==> src/i2c_slave_pkg.sv <==
// constants and carrier types for the two-wire slave interface
// assumes one system clock; register port is a plain strobe port
package i2c_slave_pkg;
   localparam int unsigned REG_AW = 3;
   localparam logic [2:0] OFS_DATA = 3'h0;
   localparam logic [2:0] OFS_OWN  = 3'h1;
   localparam logic [2:0] OFS_CTL0 = 3'h2;
   localparam logic [2:0] OFS_CTL1 = 3'h3;
   // enable_debounce_control fields
   localparam int unsigned CTL0_DEB = 2;
   localparam int unsigned CTL0_EN  = 1;
   // bus_status_control fields
   localparam int unsigned CTL1_HCF  = 7;
   localparam int unsigned CTL1_ADDRESS_MATCH_FLAG = 6;
   localparam int unsigned CTL1_BUSY = 5;
   localparam int unsigned CTL1_HTX  = 4;
   localparam int unsigned CTL1_TRANSMIT_ACK_CONTROL = 3;
   localparam int unsigned CTL1_SRW  = 2;
   localparam int unsigned CTL1_WAKE = 1;
   localparam int unsigned CTL1_RECEIVED_ACK_FLAG = 0;
   localparam logic [7:0] DATA_RST = 8'h00;
   localparam logic [7:0] OWN_RST  = 8'h00;
   localparam logic [7:0] CTL0_RST = 8'h00;
   localparam logic [7:0] CTL1_RST = 8'h81;
   // debounce lengths in system clocks
   localparam logic [2:0] DEB_SHORT = 3'h2;
   localparam logic [2:0] DEB_LONG  = 3'h4;
   localparam logic [2:0] BIT_LAST  = 3'h7;
   localparam logic       LINE_IDLE = 1'b1;

   typedef struct packed {
      logic             wr;
      logic             rd;
      logic [REG_AW-1:0] addr;
      logic [7:0]       wdata;
   } reg_req_type;

   typedef struct packed {
      logic scl_o;
      logic scl_oe;
      logic sda_o;
      logic sda_oe;
   } line_drive_type;

   typedef enum logic [3:0] {
      ST_IDLE, ST_ADDR, ST_ADDR_HIT, ST_ADDR_ACK, ST_STRETCH, ST_RX_BYTE,
      ST_RX_DONE, ST_RX_ACK, ST_TX_BYTE, ST_TX_ACK, ST_WAIT_STOP
   } slave_state_type;
endpackage : i2c_slave_pkg

==> src/line_sync.sv <==
// two-flop synchroniser for one bus line
// assumes the line idles high through its pull-up
`timescale 1ns/1ps
module line_sync (
   input  wire logic ref_clk_i,
   input  wire logic resetn_i,
   input  wire logic clk_en_i,
   input  wire logic line_i,
   output logic      line_o
);
   import i2c_slave_pkg::*;
   logic meta;

   always_ff @(posedge ref_clk_i) begin
      if (!resetn_i) begin
         meta   <= LINE_IDLE;
         line_o <= LINE_IDLE;
      end else if (clk_en_i) begin
         meta   <= line_i;
         line_o <= meta;
      end
   end
endmodule : line_sync

==> src/line_debounce.sv <==
// glitch filter: output follows input once it held for the chosen length
// assumes a synchronised input; a zero length means pass-through
`timescale 1ns/1ps
module line_debounce (
   input  wire logic       ref_clk_i,
   input  wire logic       resetn_i,
   input  wire logic       clk_en_i,
   input  wire logic       line_i,
   input  wire logic [2:0] len_i,
   output logic            line_o
);
   import i2c_slave_pkg::*;
   logic [2:0] cnt;

   always_ff @(posedge ref_clk_i) begin
      if (!resetn_i) begin
         line_o <= LINE_IDLE;
         cnt    <= 3'h0;
      end else if (clk_en_i) begin
         if (line_i == line_o) begin
            cnt <= 3'h0;
         end else if (len_i == 3'h0 || cnt == len_i - 3'h1) begin
            line_o <= line_i;
            cnt    <= 3'h0;
         end else begin
            cnt <= cnt + 3'h1;
         end
      end
   end
endmodule : line_debounce

==> src/i2c_slave_if.sv <==
// slave-only two-wire serial interface with register port
// assumes open-drain lines resolved outside; scl/sda arrive asynchronously
// Summary of operation
// RQ1: all bytes pass through one 8-bit data buffer register
// RQ2: own address holds 7-bit address in bits 7..1, bit 0 unused
// RQ3: device is selected when received address equals own address
// RQ4: address-match flag shows whether last address equalled own address
// RQ5: debounce select 00 none, 01 two clocks, 1x four clocks
// RQ6: debounce acts only on high-speed clock or wake control clear
// RQ7: interface disabled means lines released and logic idle
// RQ8: enabling keeps direction and ack bits, resets status flags
// RQ9: completion flag low while shifting, high plus interrupt after byte
// RQ10: busy flag set on START, cleared on STOP
// RQ11: direction bit 0 receive, 1 transmit
// RQ12: after received byte, ack control bit driven on ninth clock
// RQ13: software keeps ack control at 0 before receiving more
// RQ14: eighth bit after address captured as read/write flag
// RQ15: wake control lets address match wake; software clears it
// RQ16: received-ack flag is master's ninth bit after transmitted byte
// RQ17: transmitter continues on ack, releases SDA on no-ack
// RQ18: seven address bits taken MSB first after START
// RQ19: address match sets match flag and raises interrupt
// RQ20: software tells interrupt sources apart by flags
// RQ21: software enables, writes address, then enables interrupt
// RQ22: START is SDA falling with SCL high; slave never makes it
// RQ23: unimplemented register bits read as zero
// RQ24: SCL held low after match until data write or dummy read
// RQ25: address match acknowledged by low SDA on ninth bit
// RQ26: bytes are 8 bits, MSB first
// RQ27: STOP is SDA rising with SCL high, ends transaction
// RQ28: writable bits read back; read-only flags ignore writes
//
// The register offsets and strobed register access were left to the implementer.
`timescale 1ns/1ps
module i2c_slave_if (
   input  wire logic                        ref_clk_i,
   input  wire logic                        resetn_i,
   input  wire logic                        clk_en_i,
   input  wire i2c_slave_pkg::reg_req_type  reg_req_i,
   output logic [7:0]                       rdata_o,
   input  wire logic                        scl_i,
   input  wire logic                        sda_i,
   input  wire logic                        sysclk_from_fast_i,
   output i2c_slave_pkg::line_drive_type    line_drive_o,
   output logic                             irq_o,
   output logic                             wake_o
);
   import i2c_slave_pkg::*;

   logic [7:0]      data_buffer;
   logic [7:1]      own_addr;
   logic [1:0]      debounce_select;
   logic            interface_enable;
   logic            transmit_direction;
   logic            transmit_ack_control;
   logic            match_wake_enable;
   logic            transfer_complete_flag;
   logic            address_match_flag;
   logic            bus_busy_flag;
   logic            read_write_captured;
   logic            received_ack_flag;
   slave_state_type state;
   logic [2:0]      cnt;
   logic [7:0]      shift;
   logic            scl_s, sda_s, scl_f, sda_f, scl_d, sda_d;
   logic [2:0]      deb_len;
   logic            scl_rise, scl_fall, start_det, stop_det;
   logic            addr_done, matched, rx_done, tx_ack_smp;
   logic            tx_go, rx_go, byte_start;
   logic            wr_data, rd_data;

   assign wr_data = reg_req_i.wr && reg_req_i.addr == OFS_DATA;
   assign rd_data = reg_req_i.rd && reg_req_i.addr == OFS_DATA;

   // both lines get the same filter so START/STOP see aligned edges
   assign deb_len = (!sysclk_from_fast_i && match_wake_enable) ? 3'h0 : // RQ6
                    debounce_select[1] ? DEB_LONG :                     // RQ5
                    debounce_select[0] ? DEB_SHORT : 3'h0;

   line_sync u_scl_sync (
      .ref_clk_i (ref_clk_i),
      .resetn_i  (resetn_i),
      .clk_en_i  (clk_en_i),
      .line_i    (scl_i),
      .line_o    (scl_s)
   );
   line_sync u_sda_sync (
      .ref_clk_i (ref_clk_i),
      .resetn_i  (resetn_i),
      .clk_en_i  (clk_en_i),
      .line_i    (sda_i),
      .line_o    (sda_s)
   );
   line_debounce u_scl_deb (
      .ref_clk_i (ref_clk_i),
      .resetn_i  (resetn_i),
      .clk_en_i  (clk_en_i),
      .line_i    (scl_s),
      .len_i     (deb_len),
      .line_o    (scl_f)
   );
   line_debounce u_sda_deb (
      .ref_clk_i (ref_clk_i),
      .resetn_i  (resetn_i),
      .clk_en_i  (clk_en_i),
      .line_i    (sda_s),
      .len_i     (deb_len),
      .line_o    (sda_f)
   );

   always_ff @(posedge ref_clk_i) begin
      if (!resetn_i) begin
         scl_d <= LINE_IDLE;
         sda_d <= LINE_IDLE;
      end else if (clk_en_i) begin
         scl_d <= scl_f;
         sda_d <= sda_f;
      end
   end

   assign scl_rise   = interface_enable && scl_f && !scl_d;
   assign scl_fall   = interface_enable && !scl_f && scl_d;
   assign start_det  = interface_enable && scl_f && scl_d && sda_d && !sda_f; // RQ22
   assign stop_det   = interface_enable && scl_f && scl_d && !sda_d && sda_f; // RQ27
   assign matched    = shift[6:0] == own_addr;                                // RQ3
   assign addr_done  = state == ST_ADDR && scl_rise && cnt == BIT_LAST;
   assign rx_done    = state == ST_RX_BYTE && scl_rise && cnt == BIT_LAST;
   assign tx_ack_smp = state == ST_TX_ACK && scl_rise;
   assign tx_go      = state == ST_STRETCH && transmit_direction && wr_data;   // RQ24
   assign rx_go      = state == ST_STRETCH && !transmit_direction && rd_data;  // RQ24
   assign byte_start = tx_go || rx_go;

   // software-owned control bits; enabling leaves direction and ack alone
   always_ff @(posedge ref_clk_i) begin
      if (!resetn_i) begin
         own_addr             <= OWN_RST[7:1];
         debounce_select      <= CTL0_RST[CTL0_DEB+:2];
         interface_enable     <= CTL0_RST[CTL0_EN];
         transmit_direction   <= CTL1_RST[CTL1_HTX];
         transmit_ack_control <= CTL1_RST[CTL1_TRANSMIT_ACK_CONTROL];
         match_wake_enable    <= CTL1_RST[CTL1_WAKE];
      end else if (clk_en_i && reg_req_i.wr) begin
         if (reg_req_i.addr == OFS_OWN) begin
            own_addr <= reg_req_i.wdata[7:1]; // RQ2
         end
         if (reg_req_i.addr == OFS_CTL0) begin
            debounce_select  <= reg_req_i.wdata[CTL0_DEB+:2];
            interface_enable <= reg_req_i.wdata[CTL0_EN];
         end
         if (reg_req_i.addr == OFS_CTL1) begin // RQ28
            transmit_direction   <= reg_req_i.wdata[CTL1_HTX]; // RQ11
            transmit_ack_control <= reg_req_i.wdata[CTL1_TRANSMIT_ACK_CONTROL];
            match_wake_enable    <= reg_req_i.wdata[CTL1_WAKE];
         end
      end
   end

   // received byte lands in the same buffer software preloads
   always_ff @(posedge ref_clk_i) begin
      if (!resetn_i) begin
         data_buffer <= DATA_RST;
      end else if (clk_en_i) begin
         if (rx_done) begin
            data_buffer <= {shift[6:0], sda_f}; // RQ1
         end else if (wr_data) begin
            data_buffer <= reg_req_i.wdata;     // RQ1
         end
      end
   end

   // status flags: hardware sets win over hardware clears
   always_ff @(posedge ref_clk_i) begin
      if (!resetn_i) begin
         transfer_complete_flag <= CTL1_RST[CTL1_HCF];
         address_match_flag     <= CTL1_RST[CTL1_ADDRESS_MATCH_FLAG];
         bus_busy_flag          <= CTL1_RST[CTL1_BUSY];
         read_write_captured    <= CTL1_RST[CTL1_SRW];
         received_ack_flag      <= CTL1_RST[CTL1_RECEIVED_ACK_FLAG];
      end else if (clk_en_i) begin
         if (!interface_enable) begin // RQ8
            transfer_complete_flag <= CTL1_RST[CTL1_HCF];
            address_match_flag     <= CTL1_RST[CTL1_ADDRESS_MATCH_FLAG];
            bus_busy_flag          <= CTL1_RST[CTL1_BUSY];
            read_write_captured    <= CTL1_RST[CTL1_SRW];
            received_ack_flag      <= CTL1_RST[CTL1_RECEIVED_ACK_FLAG];
         end else begin
            if (start_det) begin
               bus_busy_flag <= 1'b1; // RQ10
            end else if (stop_det) begin
               bus_busy_flag <= 1'b0; // RQ10
            end
            if (addr_done) begin
               address_match_flag <= matched; // RQ4
            end
            if (addr_done && matched) begin
               read_write_captured <= sda_f; // RQ14
            end
            if ((addr_done && matched) || rx_done || tx_ack_smp) begin
               transfer_complete_flag <= 1'b1; // RQ9
            end else if (byte_start || start_det) begin
               transfer_complete_flag <= 1'b0; // RQ9
            end
            if (tx_ack_smp) begin
               received_ack_flag <= sda_f; // RQ16
            end
         end
      end
   end

   // bit engine: sample on SCL rise, change SDA only while SCL is low
   always_ff @(posedge ref_clk_i) begin
      if (!resetn_i) begin
         state        <= ST_IDLE;
         cnt          <= 3'h0;
         shift        <= 8'h00;
         line_drive_o <= '0;
      end else if (clk_en_i) begin
         if (!interface_enable || stop_det) begin // RQ7 RQ27
            state        <= ST_IDLE;
            line_drive_o <= '0;
         end else if (start_det) begin
            state        <= ST_ADDR;
            cnt          <= 3'h0;
            line_drive_o <= '0;
         end else begin
            case (state)
               ST_ADDR: begin
                  if (scl_rise) begin
                     shift <= {shift[6:0], sda_f}; // RQ18
                     cnt   <= cnt + 3'h1;
                     if (cnt == BIT_LAST) begin
                        state <= matched ? ST_ADDR_HIT : ST_WAIT_STOP; // RQ3
                     end
                  end
               end
               ST_ADDR_HIT: begin
                  if (scl_fall) begin
                     line_drive_o.sda_oe <= 1'b1; // RQ25
                     state               <= ST_ADDR_ACK;
                  end
               end
               ST_ADDR_ACK, ST_RX_ACK: begin
                  if (scl_fall) begin
                     line_drive_o.sda_oe <= 1'b0;
                     line_drive_o.scl_oe <= 1'b1; // RQ24
                     state               <= ST_STRETCH;
                  end
               end
               ST_STRETCH: begin
                  if (tx_go) begin
                     shift               <= reg_req_i.wdata;
                     line_drive_o.sda_oe <= !reg_req_i.wdata[7]; // RQ26
                     line_drive_o.scl_oe <= 1'b0;
                     cnt                 <= 3'h0;
                     state               <= ST_TX_BYTE;
                  end else if (rx_go) begin
                     line_drive_o.scl_oe <= 1'b0;
                     cnt                 <= 3'h0;
                     state               <= ST_RX_BYTE;
                  end
               end
               ST_RX_BYTE: begin
                  if (scl_rise) begin
                     shift <= {shift[6:0], sda_f}; // RQ26
                     cnt   <= cnt + 3'h1;
                     if (cnt == BIT_LAST) begin
                        state <= ST_RX_DONE;
                     end
                  end
               end
               ST_RX_DONE: begin
                  if (scl_fall) begin
                     line_drive_o.sda_oe <= !transmit_ack_control; // RQ12
                     state               <= ST_RX_ACK;
                  end
               end
               ST_TX_BYTE: begin
                  if (scl_fall) begin
                     if (cnt == BIT_LAST) begin
                        line_drive_o.sda_oe <= 1'b0;
                        state               <= ST_TX_ACK;
                     end else begin
                        shift               <= {shift[6:0], 1'b0};
                        line_drive_o.sda_oe <= !shift[6]; // RQ26
                        cnt                 <= cnt + 3'h1;
                     end
                  end
               end
               ST_TX_ACK: begin
                  if (scl_fall) begin
                     if (received_ack_flag) begin
                        state <= ST_WAIT_STOP; // RQ17
                     end else begin
                        line_drive_o.scl_oe <= 1'b1; // RQ17
                        state               <= ST_STRETCH;
                     end
                  end
               end
               ST_IDLE, ST_WAIT_STOP: begin
                  state <= state;
               end
               default: begin
                  state        <= ST_IDLE;
                  line_drive_o <= '0;
               end
            endcase
         end
      end
   end

   // one interrupt line shared by match and byte completion
   always_ff @(posedge ref_clk_i) begin
      if (!resetn_i) begin
         irq_o  <= 1'b0;
         wake_o <= 1'b0;
      end else if (clk_en_i) begin
         irq_o  <= (addr_done && matched) || rx_done || tx_ack_smp; // RQ9 RQ19
         wake_o <= addr_done && matched && match_wake_enable;       // RQ15
      end
   end

   // read data stands only in the cycle after the strobe
   always_ff @(posedge ref_clk_i) begin
      if (!resetn_i) begin
         rdata_o <= 8'h00;
      end else if (clk_en_i) begin
         rdata_o <= 8'h00;
         if (reg_req_i.rd) begin
            case (reg_req_i.addr)
               OFS_DATA: rdata_o <= data_buffer;
               OFS_OWN:  rdata_o <= {own_addr, 1'b0};                              // RQ23
               OFS_CTL0: rdata_o <= {4'h0, debounce_select, interface_enable, 1'b0}; // RQ23
               OFS_CTL1: rdata_o <= {transfer_complete_flag, address_match_flag, bus_busy_flag,
                                     transmit_direction, transmit_ack_control, read_write_captured,
                                     match_wake_enable, received_ack_flag};
               default:  rdata_o <= 8'h00;
            endcase
         end
      end
   end
endmodule : i2c_slave_if

==> config.mk <==
export PLATFORM = sky130hd
export DESIGN_NAME = i2c_slave_if
export DESIGN_NICKNAME = d
export VERILOG_FILES = /design/src/i2c_slave_pkg.sv /design/src/line_sync.sv /design/src/line_debounce.sv /design/src/i2c_slave_if.sv
export SDC_FILE = /design/constraint.sdc
export NUM_CORES = 1
export LEC_CHECK = 0
export ABC_AREA = 1
export BUFFER_PORTS_ARGS = -buffer_cell sky130_fd_sc_hd__buf_2
export CAP_MARGIN = 20
export CORE_MARGIN = 1.5
export CORE_UTILIZATION = 50
export CTS_CLUSTER_SIZE = 16
export DETAILED_ROUTE_END_ITERATION = 10
export PLACE_DENSITY = 0.71
export SLEW_MARGIN = 0
export SYNTH_ARGS = -nofsm -noshare
export SYNTH_HDL_FRONTEND = slang
export SYNTH_HIERARCHICAL = 1
export SYNTH_SLANG_ARGS = --single-unit
==> constraint.sdc <==
create_clock -name ref_clk_i -period 1.6 [get_ports ref_clk_i]
set_clock_uncertainty 0.15 [all_clocks]
set_input_delay 0.08 -clock ref_clk_i [delete_from_list [all_inputs] [get_ports ref_clk_i]]
set_output_delay 0.08 -clock ref_clk_i [all_outputs]
set_load 0.01 [all_outputs]
==> results_dict.tcl, run 1 <==
set metrics [dict create \
    status "finished with violations" \
    violations "negative setup slack" \
    ff_latch_area_mm2 0.00135 \
    min_period_ns 1.83 \
    die_area_mm2 0.00836 \
    p_seq_share_pct 44.0 \
    setup_violations 36 \
    first_iter_violations 284 \
    fillerInstances 610 \
    dp_worst_setup_slack_ns -0.215 \
    core_area_mm2 0.00765 \
    die_x_um 91.5 \
    cellPowerDensity_mw_per_mm2 710 \
    multi_input_area_mm2 0.00260 \
    drv_cap 0 \
    antenna_found_initial 0 \
    ioPinCount 33 \
    firstDrtPassIters 6 \
    finalCritPeriodShare_pct 115 \
    crit_top_cell "nand2_2" \
    tns_ns -4.30 \
    path_clk_slew_ns 0.08 \
    htreeDepth 3 \
    grt_max_degree 32 \
    crit_path_end_kind "flop" \
    placed_area_mm2 0.00467 \
    drc 0 \
    crit_arrival_ns 1.90 \
    gp_congestion 0.941 \
    critPathKind "reg2reg" \
    power.switching_mw 1.19 \
    timing.final.ws_setup_ns -0.235 \
    port_buffers 30 \
    critPathMaxStageDelay_ns 0.33 \
    synth_area_per_cell_um2 6.51 \
    ir_drop_mv 0.551 \
    final_hold_viol_count 0 \
    ys_warn_count 6 \
    place_hpwl_mm 8.10 \
    max_freq_ghz 0.545 \
    grt_remaining_overflow 0 \
    clkPwrFrac_pct 37.5 \
    rsz0062_at_grt "true" \
    area_delta_synth_final_pct 40.2 \
    netlist_area_mm2 0.00391 \
    dp_cells 785 \
    fin_area_mm2 0.00548 \
    worstPathMaxFanout 4 \
    viasPerCell 5.36 \
    p_int_mw 2.71 \
    p_leak_nw 2.46 \
    relSlewSlack_pct 64.5 \
    clk_latency_ns 0.35 \
    power_mw 3.90 \
    syn_inst 601 \
    cts_max_path_buffers 2 \
    drive_gt1_share_pct 37.3 \
    worst_slew_pin_slew_ns 0.532 \
    grt_pass1_wl_mm 18.6 \
    startpoint_type "flop" \
    cts_inserted_buffers 9 \
    wl_per_cell_um 14.4 \
    tritoncts "built" \
    p_comb_share_pct 18.5 \
    antenna_cells 0 \
    start_util_pct 51.2 \
    seq_area_frac_synth_pct 33.8 \
    postRouteAntennaNets 0 \
    final-max-slew-violation-count 0 \
    worst_hold_path_type "in2reg" \
    cp_cell_sequence "a211oi_2 -> inv_1 -> ha_4 -> inv_2 -> nand2_2 -> nand2_2 -> nor2_2 -> nand3_2 -> nand2_2 -> nand2_1 -> nand2_1 -> nand3_1" \
    synth_top_area_cell "dfxtp_1" \
    required_ns 1.66 \
    grt_use_total_pct 28.0 \
    vias 4400 \
    cts_root_buffer "clkbuf_8" \
    layout.nets 741 \
    rows 32 \
    numClockSinks 66 \
    p_sw_share_pct 30.5 \
    synth.top_cell.area_share_pct 33.8 \
    cp_slowest_cell "dfxtp_2" \
    synth-seq-cells 66 \
    grt_pass1_vias 4040 \
    synth.distinct_cells 37 \
    die_y_um 91.5 \
    final_cells 821 \
    synth_area_leaders "dfxtp_1 34%, nand2_1 15%, inv_1 6.7%" \
    wl_mm 11.8 \
]
-- area by class of cell --
type,count,area share [%]
Inverter,88,6.39
Timing Repair Buffer,110,15.4
Tap cell,102,2.33
Clock buffer,9,2.26
Multi-Input combinational cell,438,47.4
Sequential cell,66,24.6
Clock inverter,7,1.44
Timing Repair inverter,1,0.137
-- kinds of logic (layout without fill, tap and decap cells) --
family | after synthesis | after routing | synth area share (%)
simple gates | 289 | 289 | 32.9
compound gates | 126 | 126 | 17.9
buf+inv | 102 | 215 | 10.5
flops | 66 | 66 | 33.8
fa+ha+maj | 8 | 8 | 2.56
mux | 6 | 6 | 1.54
xor+xnor | 3 | 3 | 0.672
other cells | 1 | 6 | 0.0958
-- metrics by stage --
step | util [%] | hold slack (ns)
after floorplan | - | 0.0141
after global placement | 61.1 | 0.140
after detailed placement | 61.1 | 0.147
after CTS | 67.6 | 0.00411
after global routing | 71.7 | 0.0492
final | 71.7 | 0.0260
-- worst max-delay path, delay by kind of cell (launching register included) --
family / cells / cell delay (ns)
flip-flops: 1 / 0.33
AND/OR/NAND/NOR: 8 / 0.58
adder cells (fa/ha/maj): 1 / 0.28
AO/OA/AOI/OAI: 1 / 0.22
buffers and inverters: 2 / 0.15
-- power by group through the flow --
stage	sequential (mW)	clock [mW]	combinational, mW
final	1.72	1.46	0.721
after global routing	1.72	1.53	0.786
after CTS	1.71	1.48	0.632
after detailed placement	1.75	0	0.574
after global placement	1.75	0	0.564
after floorplan	1.75	0	0.350
-- worst paths after layout --
kind / from / to / slack (ns) / cells after the start
min: reg_req_i[0] / data_buffer[0] / 0.03 / 5
min reg2reg: wake_o / wake_o / 0.31 / 2
max: debounce_select[1] / u_sda_deb/line_o / -0.23 / 12
max reg2reg: debounce_select[1] / u_sda_deb/line_o / -0.23 / 12
-- registers in the layout (all words and copies together), names as in the netlist, 2 cells and up --
| name | count |
|---|---|
| line_drive_o | 2 |
| u_sda_deb/cnt | 3 |
| debounce_select | 2 |
| shift | 7 |
| data_buffer | 8 |
| rdata_o | 8 |
| cnt | 3 |
| u_scl_deb/cnt | 3 |
| own_addr | 7 |
| state | 4 |
-- layout by cell type (no fill, tap or decap), types with 6 or more instances in the layout --
cell type,count
a21oi_1,45
buf_2,30
buf_4,56
buf_6,10
clkbuf_8,9
conb_1,6
dfxtp_1,52
dfxtp_2,9
dlygate4sd3_1,12
inv_1,60
inv_2,19
inv_4,6
mux2i_1,6
nand2_1,132
nand2_2,25
nand2_4,10
nand3_1,34
nand3_2,12
nor2_1,38
nor2_2,14
nor2_4,13
o21ai_0,29
o21ai_2,22
-- layer usage --
layer	vias up	routed length (um)	GRT usage (%)	share of wire (%)
met5	-	0	0	0
met4	0	320	10.0	2.7
met3	32	704	4.19	5.9
met2	177	5680	47.9	48
met1	2021	5130	35.5	43
li1	2170	-	-	-
-- synthesized netlist by cell type --
master	count
conb_1	1
nor2_1	51
nor3_2	1
mux2i_1	6
nor2_2	10
a211oi_1	1
nand3b_1	2
buf_2	1
clkinv_1	2
ha_1	8
clkbuf_1	8
nand2_4	1
nor3_1	1
a21oi_1	49
inv_2	14
nand4_1	5
xnor2_1	3
o22ai_1	5
o211ai_1	4
dfxtp_1	66
o21ai_1	5
buf_6	2
inv_1	70
buf_1	1
nand3_1	44
nand3_2	4
o21ai_0	51
a31oi_1	4
o31ai_1	1
a21oi_4	3
o221ai_1	2
nand2_1	153
buf_4	2
nor2_4	4
inv_4	2
o21ai_2	1
nand2_2	13
-- timing repair --
| item | in CTS | in global routing |
|---|---|---|
| endpoints found under the setup margin | 37 | 38 |
| cloned | 1 | 0 |
| setup buffers | 3 | 4 |
| hold buffers | 12 | 0 |
| pin swaps | 16 | 27 |
| resized for setup | 51 | 100 |
| hold endpoints to repair | 30 | 0 |
Note: power is estimated with default switching activity, not from simulation.
==> run 2, diff against run 1 <==
--- a/config.mk
+++ b/config.mk
@@ -12,6 +12,8 @@
 export CORE_UTILIZATION = 50
 export CTS_CLUSTER_SIZE = 16
 export DETAILED_ROUTE_END_ITERATION = 10
+export HOLD_SLACK_MARGIN = 0.03
+export MAX_ROUTING_LAYER = met4
 export PLACE_DENSITY = 0.71
 export SLEW_MARGIN = 0
 export SYNTH_ARGS = -nofsm -noshare
==> results_dict.tcl, run 2 (synthesis gave the netlist of run 1 again) <==
set metrics [dict create \
    clk_latency_ns 0.35 \
    die_area_mm2 0.00836 \
    first_iter_violations 360 \
    path_clk_slew_ns 0.08 \
    cts_max_path_buffers 2 \
    cts_inserted_buffers 9 \
    max_freq_ghz 0.546 \
    antenna_found_initial 0 \
    final_hold_viol_count 0 \
    drv_cap 0 \
    worst_hold_path_type "in2reg" \
    die_x_um 91.5 \
    htreeDepth 3 \
    ioPinCount 33 \
    required_ns 1.70 \
    drive_gt1_share_pct 33.7 \
    crit_family "simple AND/OR/NAND/NOR gates" \
    worstPathMaxFanout 4 \
    p_comb_share_pct 17.0 \
    vias 4324 \
    p_int_mw 2.86 \
    place_hpwl_mm 7.95 \
    dp_worst_setup_slack_ns -0.195 \
    antenna_cells 0 \
    route.met3.wl_um 654 \
    area_delta_synth_final_pct 38.2 \
    p_seq_share_pct 42.6 \
    violations "negative setup slack" \
    cp_cell_sequence "ha_4 -> ha_4 -> nand4_1 -> buf_4 -> nand2_2 -> nand3_2 -> nand2_2 -> nand2_2 -> nor2_4 -> nand3_2 -> nand2_1 -> nor2_1" \
    die_y_um 91.5 \
    power.switching_mw 1.17 \
    tritoncts "built" \
    gp_congestion 0.958 \
    timing.final.ws_setup_ns -0.231 \
    rows 32 \
    wl_per_cell_um 13.8 \
    p_sw_share_pct 29.1 \
    port_buffers 30 \
    layout.nets 738 \
    cp_slowest_cell "dfxtp_2" \
    wl_met1_mm 5.05 \
    final_cell_mix "141 x nand2_1, 64 x inv_1, 54 x dfxtp_1" \
    crit_arrival_ns 1.93 \
    reg_top3 "data_buffer x8, rdata_o x8" \
    rsz0062_at_grt "true" \
    start_util_pct 51.2 \
    crit_path_end_kind "flop" \
    drc 0 \
    final_util_pct 70.7 \
    grt_pass1_vias 4023 \
    wl_mm 11.3 \
    ir_drop_mv 0.474 \
    layout_commonest_cell "nand2_1" \
    cts_root_buffer "clkbuf_8" \
    placed_area_mm2 0.00467 \
    path_buf_inv 1 \
    startpoint_type "flop" \
    fin_area_mm2 0.00541 \
    setup_violations 33 \
    top_layer "met4" \
    status "finished with violations" \
    cellPowerDensity_mw_per_mm2 745 \
    core_area_mm2 0.00765 \
    numClockSinks 66 \
    min_period_ns 1.83 \
    clkPwrFrac_pct 40.4 \
    firstDrtPassIters 7 \
    grt_pass1_wl_mm 18.4 \
    critPathKind "reg2reg" \
    grt_max_degree 34 \
    grt_remaining_overflow 0 \
    p_leak_nw 2.46 \
    grt_use_total_pct 28.3 \
    wl_met2_mm 5.19 \
    postRouteAntennaNets 0 \
    worst_slew_pin_slew_ns 0.554 \
    relSlewSlack_pct 63.0 \
    final-max-slew-violation-count 0 \
    critPathMaxStageDelay_ns 0.35 \
    crit_top_cell "nand2_2" \
    finalCritPeriodShare_pct 114 \
    viasPerCell 5.29 \
]
[run 2: path summary, 6_finish.rpt]
| check | from | end | cells after the start | slack, ns |
|---|---|---|---|---|
| setup reg to reg | cnt[1] | state[1] | 12 | -0.23 |
| hold / removal | reg_req_i[11] | rdata_o[7] | 5 | 0.07 |
| setup / recovery | cnt[1] | state[1] | 12 | -0.23 |
| hold reg to reg | wake_o | wake_o | 2 | 0.31 |
[run 2: worst min-delay path, delay by kind of cell]
family	cells	cell delay (ns)
simple gates	3	0.28
buf+inv	1	0.11
compound gates	1	0.05
[run 2: power groups by stage]
stage	Clock, mW	Sequential (mW)	Combinational [mW]
6_report	1.63	1.72	0.686
5_1_grt	1.72	1.72	0.751
4_1_cts	1.64	1.71	0.636
3_5_place_dp	0	1.75	0.575
3_3_place_gp	0	1.75	0.565
2_1_floorplan	0	1.75	0.350
[run 2: stage by stage]
step                      setup TNS (ns)  total power, mW  hold slack [ns]  std cells
final                              -3.13             4.03           0.0695        818
after global routing               -6.39             4.19           0.0906        818
after CTS                          -3.00             3.99           0.0516        817
after detailed placement           -4.99             2.32            0.143        783
after global placement             -3.81             2.31            0.138        783
after floorplan                   -0.285             2.10           0.0141        606
[run 2: timing repair]
action                                  4_1_cts  5_1_grt
endpoints found under the setup margin       38       38
pin swaps                                    11       21
hold buffers                                 15        0
gates cloned                                  1        0
buffers inserted                              2        1
gates resized for setup                      44       73
endpoints found under the hold margin        43        0
[run 2: cell type report]
type / count / area (um2)
Clock buffer: 9 / 124
Clock inverter: 7 / 100
Timing Repair inverter: 1 / 7.51
Multi-Input combinational cell: 438 / 2520
Sequential cell: 66 / 1350
Tap cell: 102 / 128
Inverter: 88 / 350
Timing Repair Buffer: 107 / 835
Fill cell: 638 / 2240
[run 2: layer usage]
metal | up-vias | GRT usage [%]
li1 | 2163 | -
met1 | 1976 | 35.9
met5 | - | -
met4 | 0 | 13.0
met3 | 38 | 4.52
met2 | 147 | 44.2
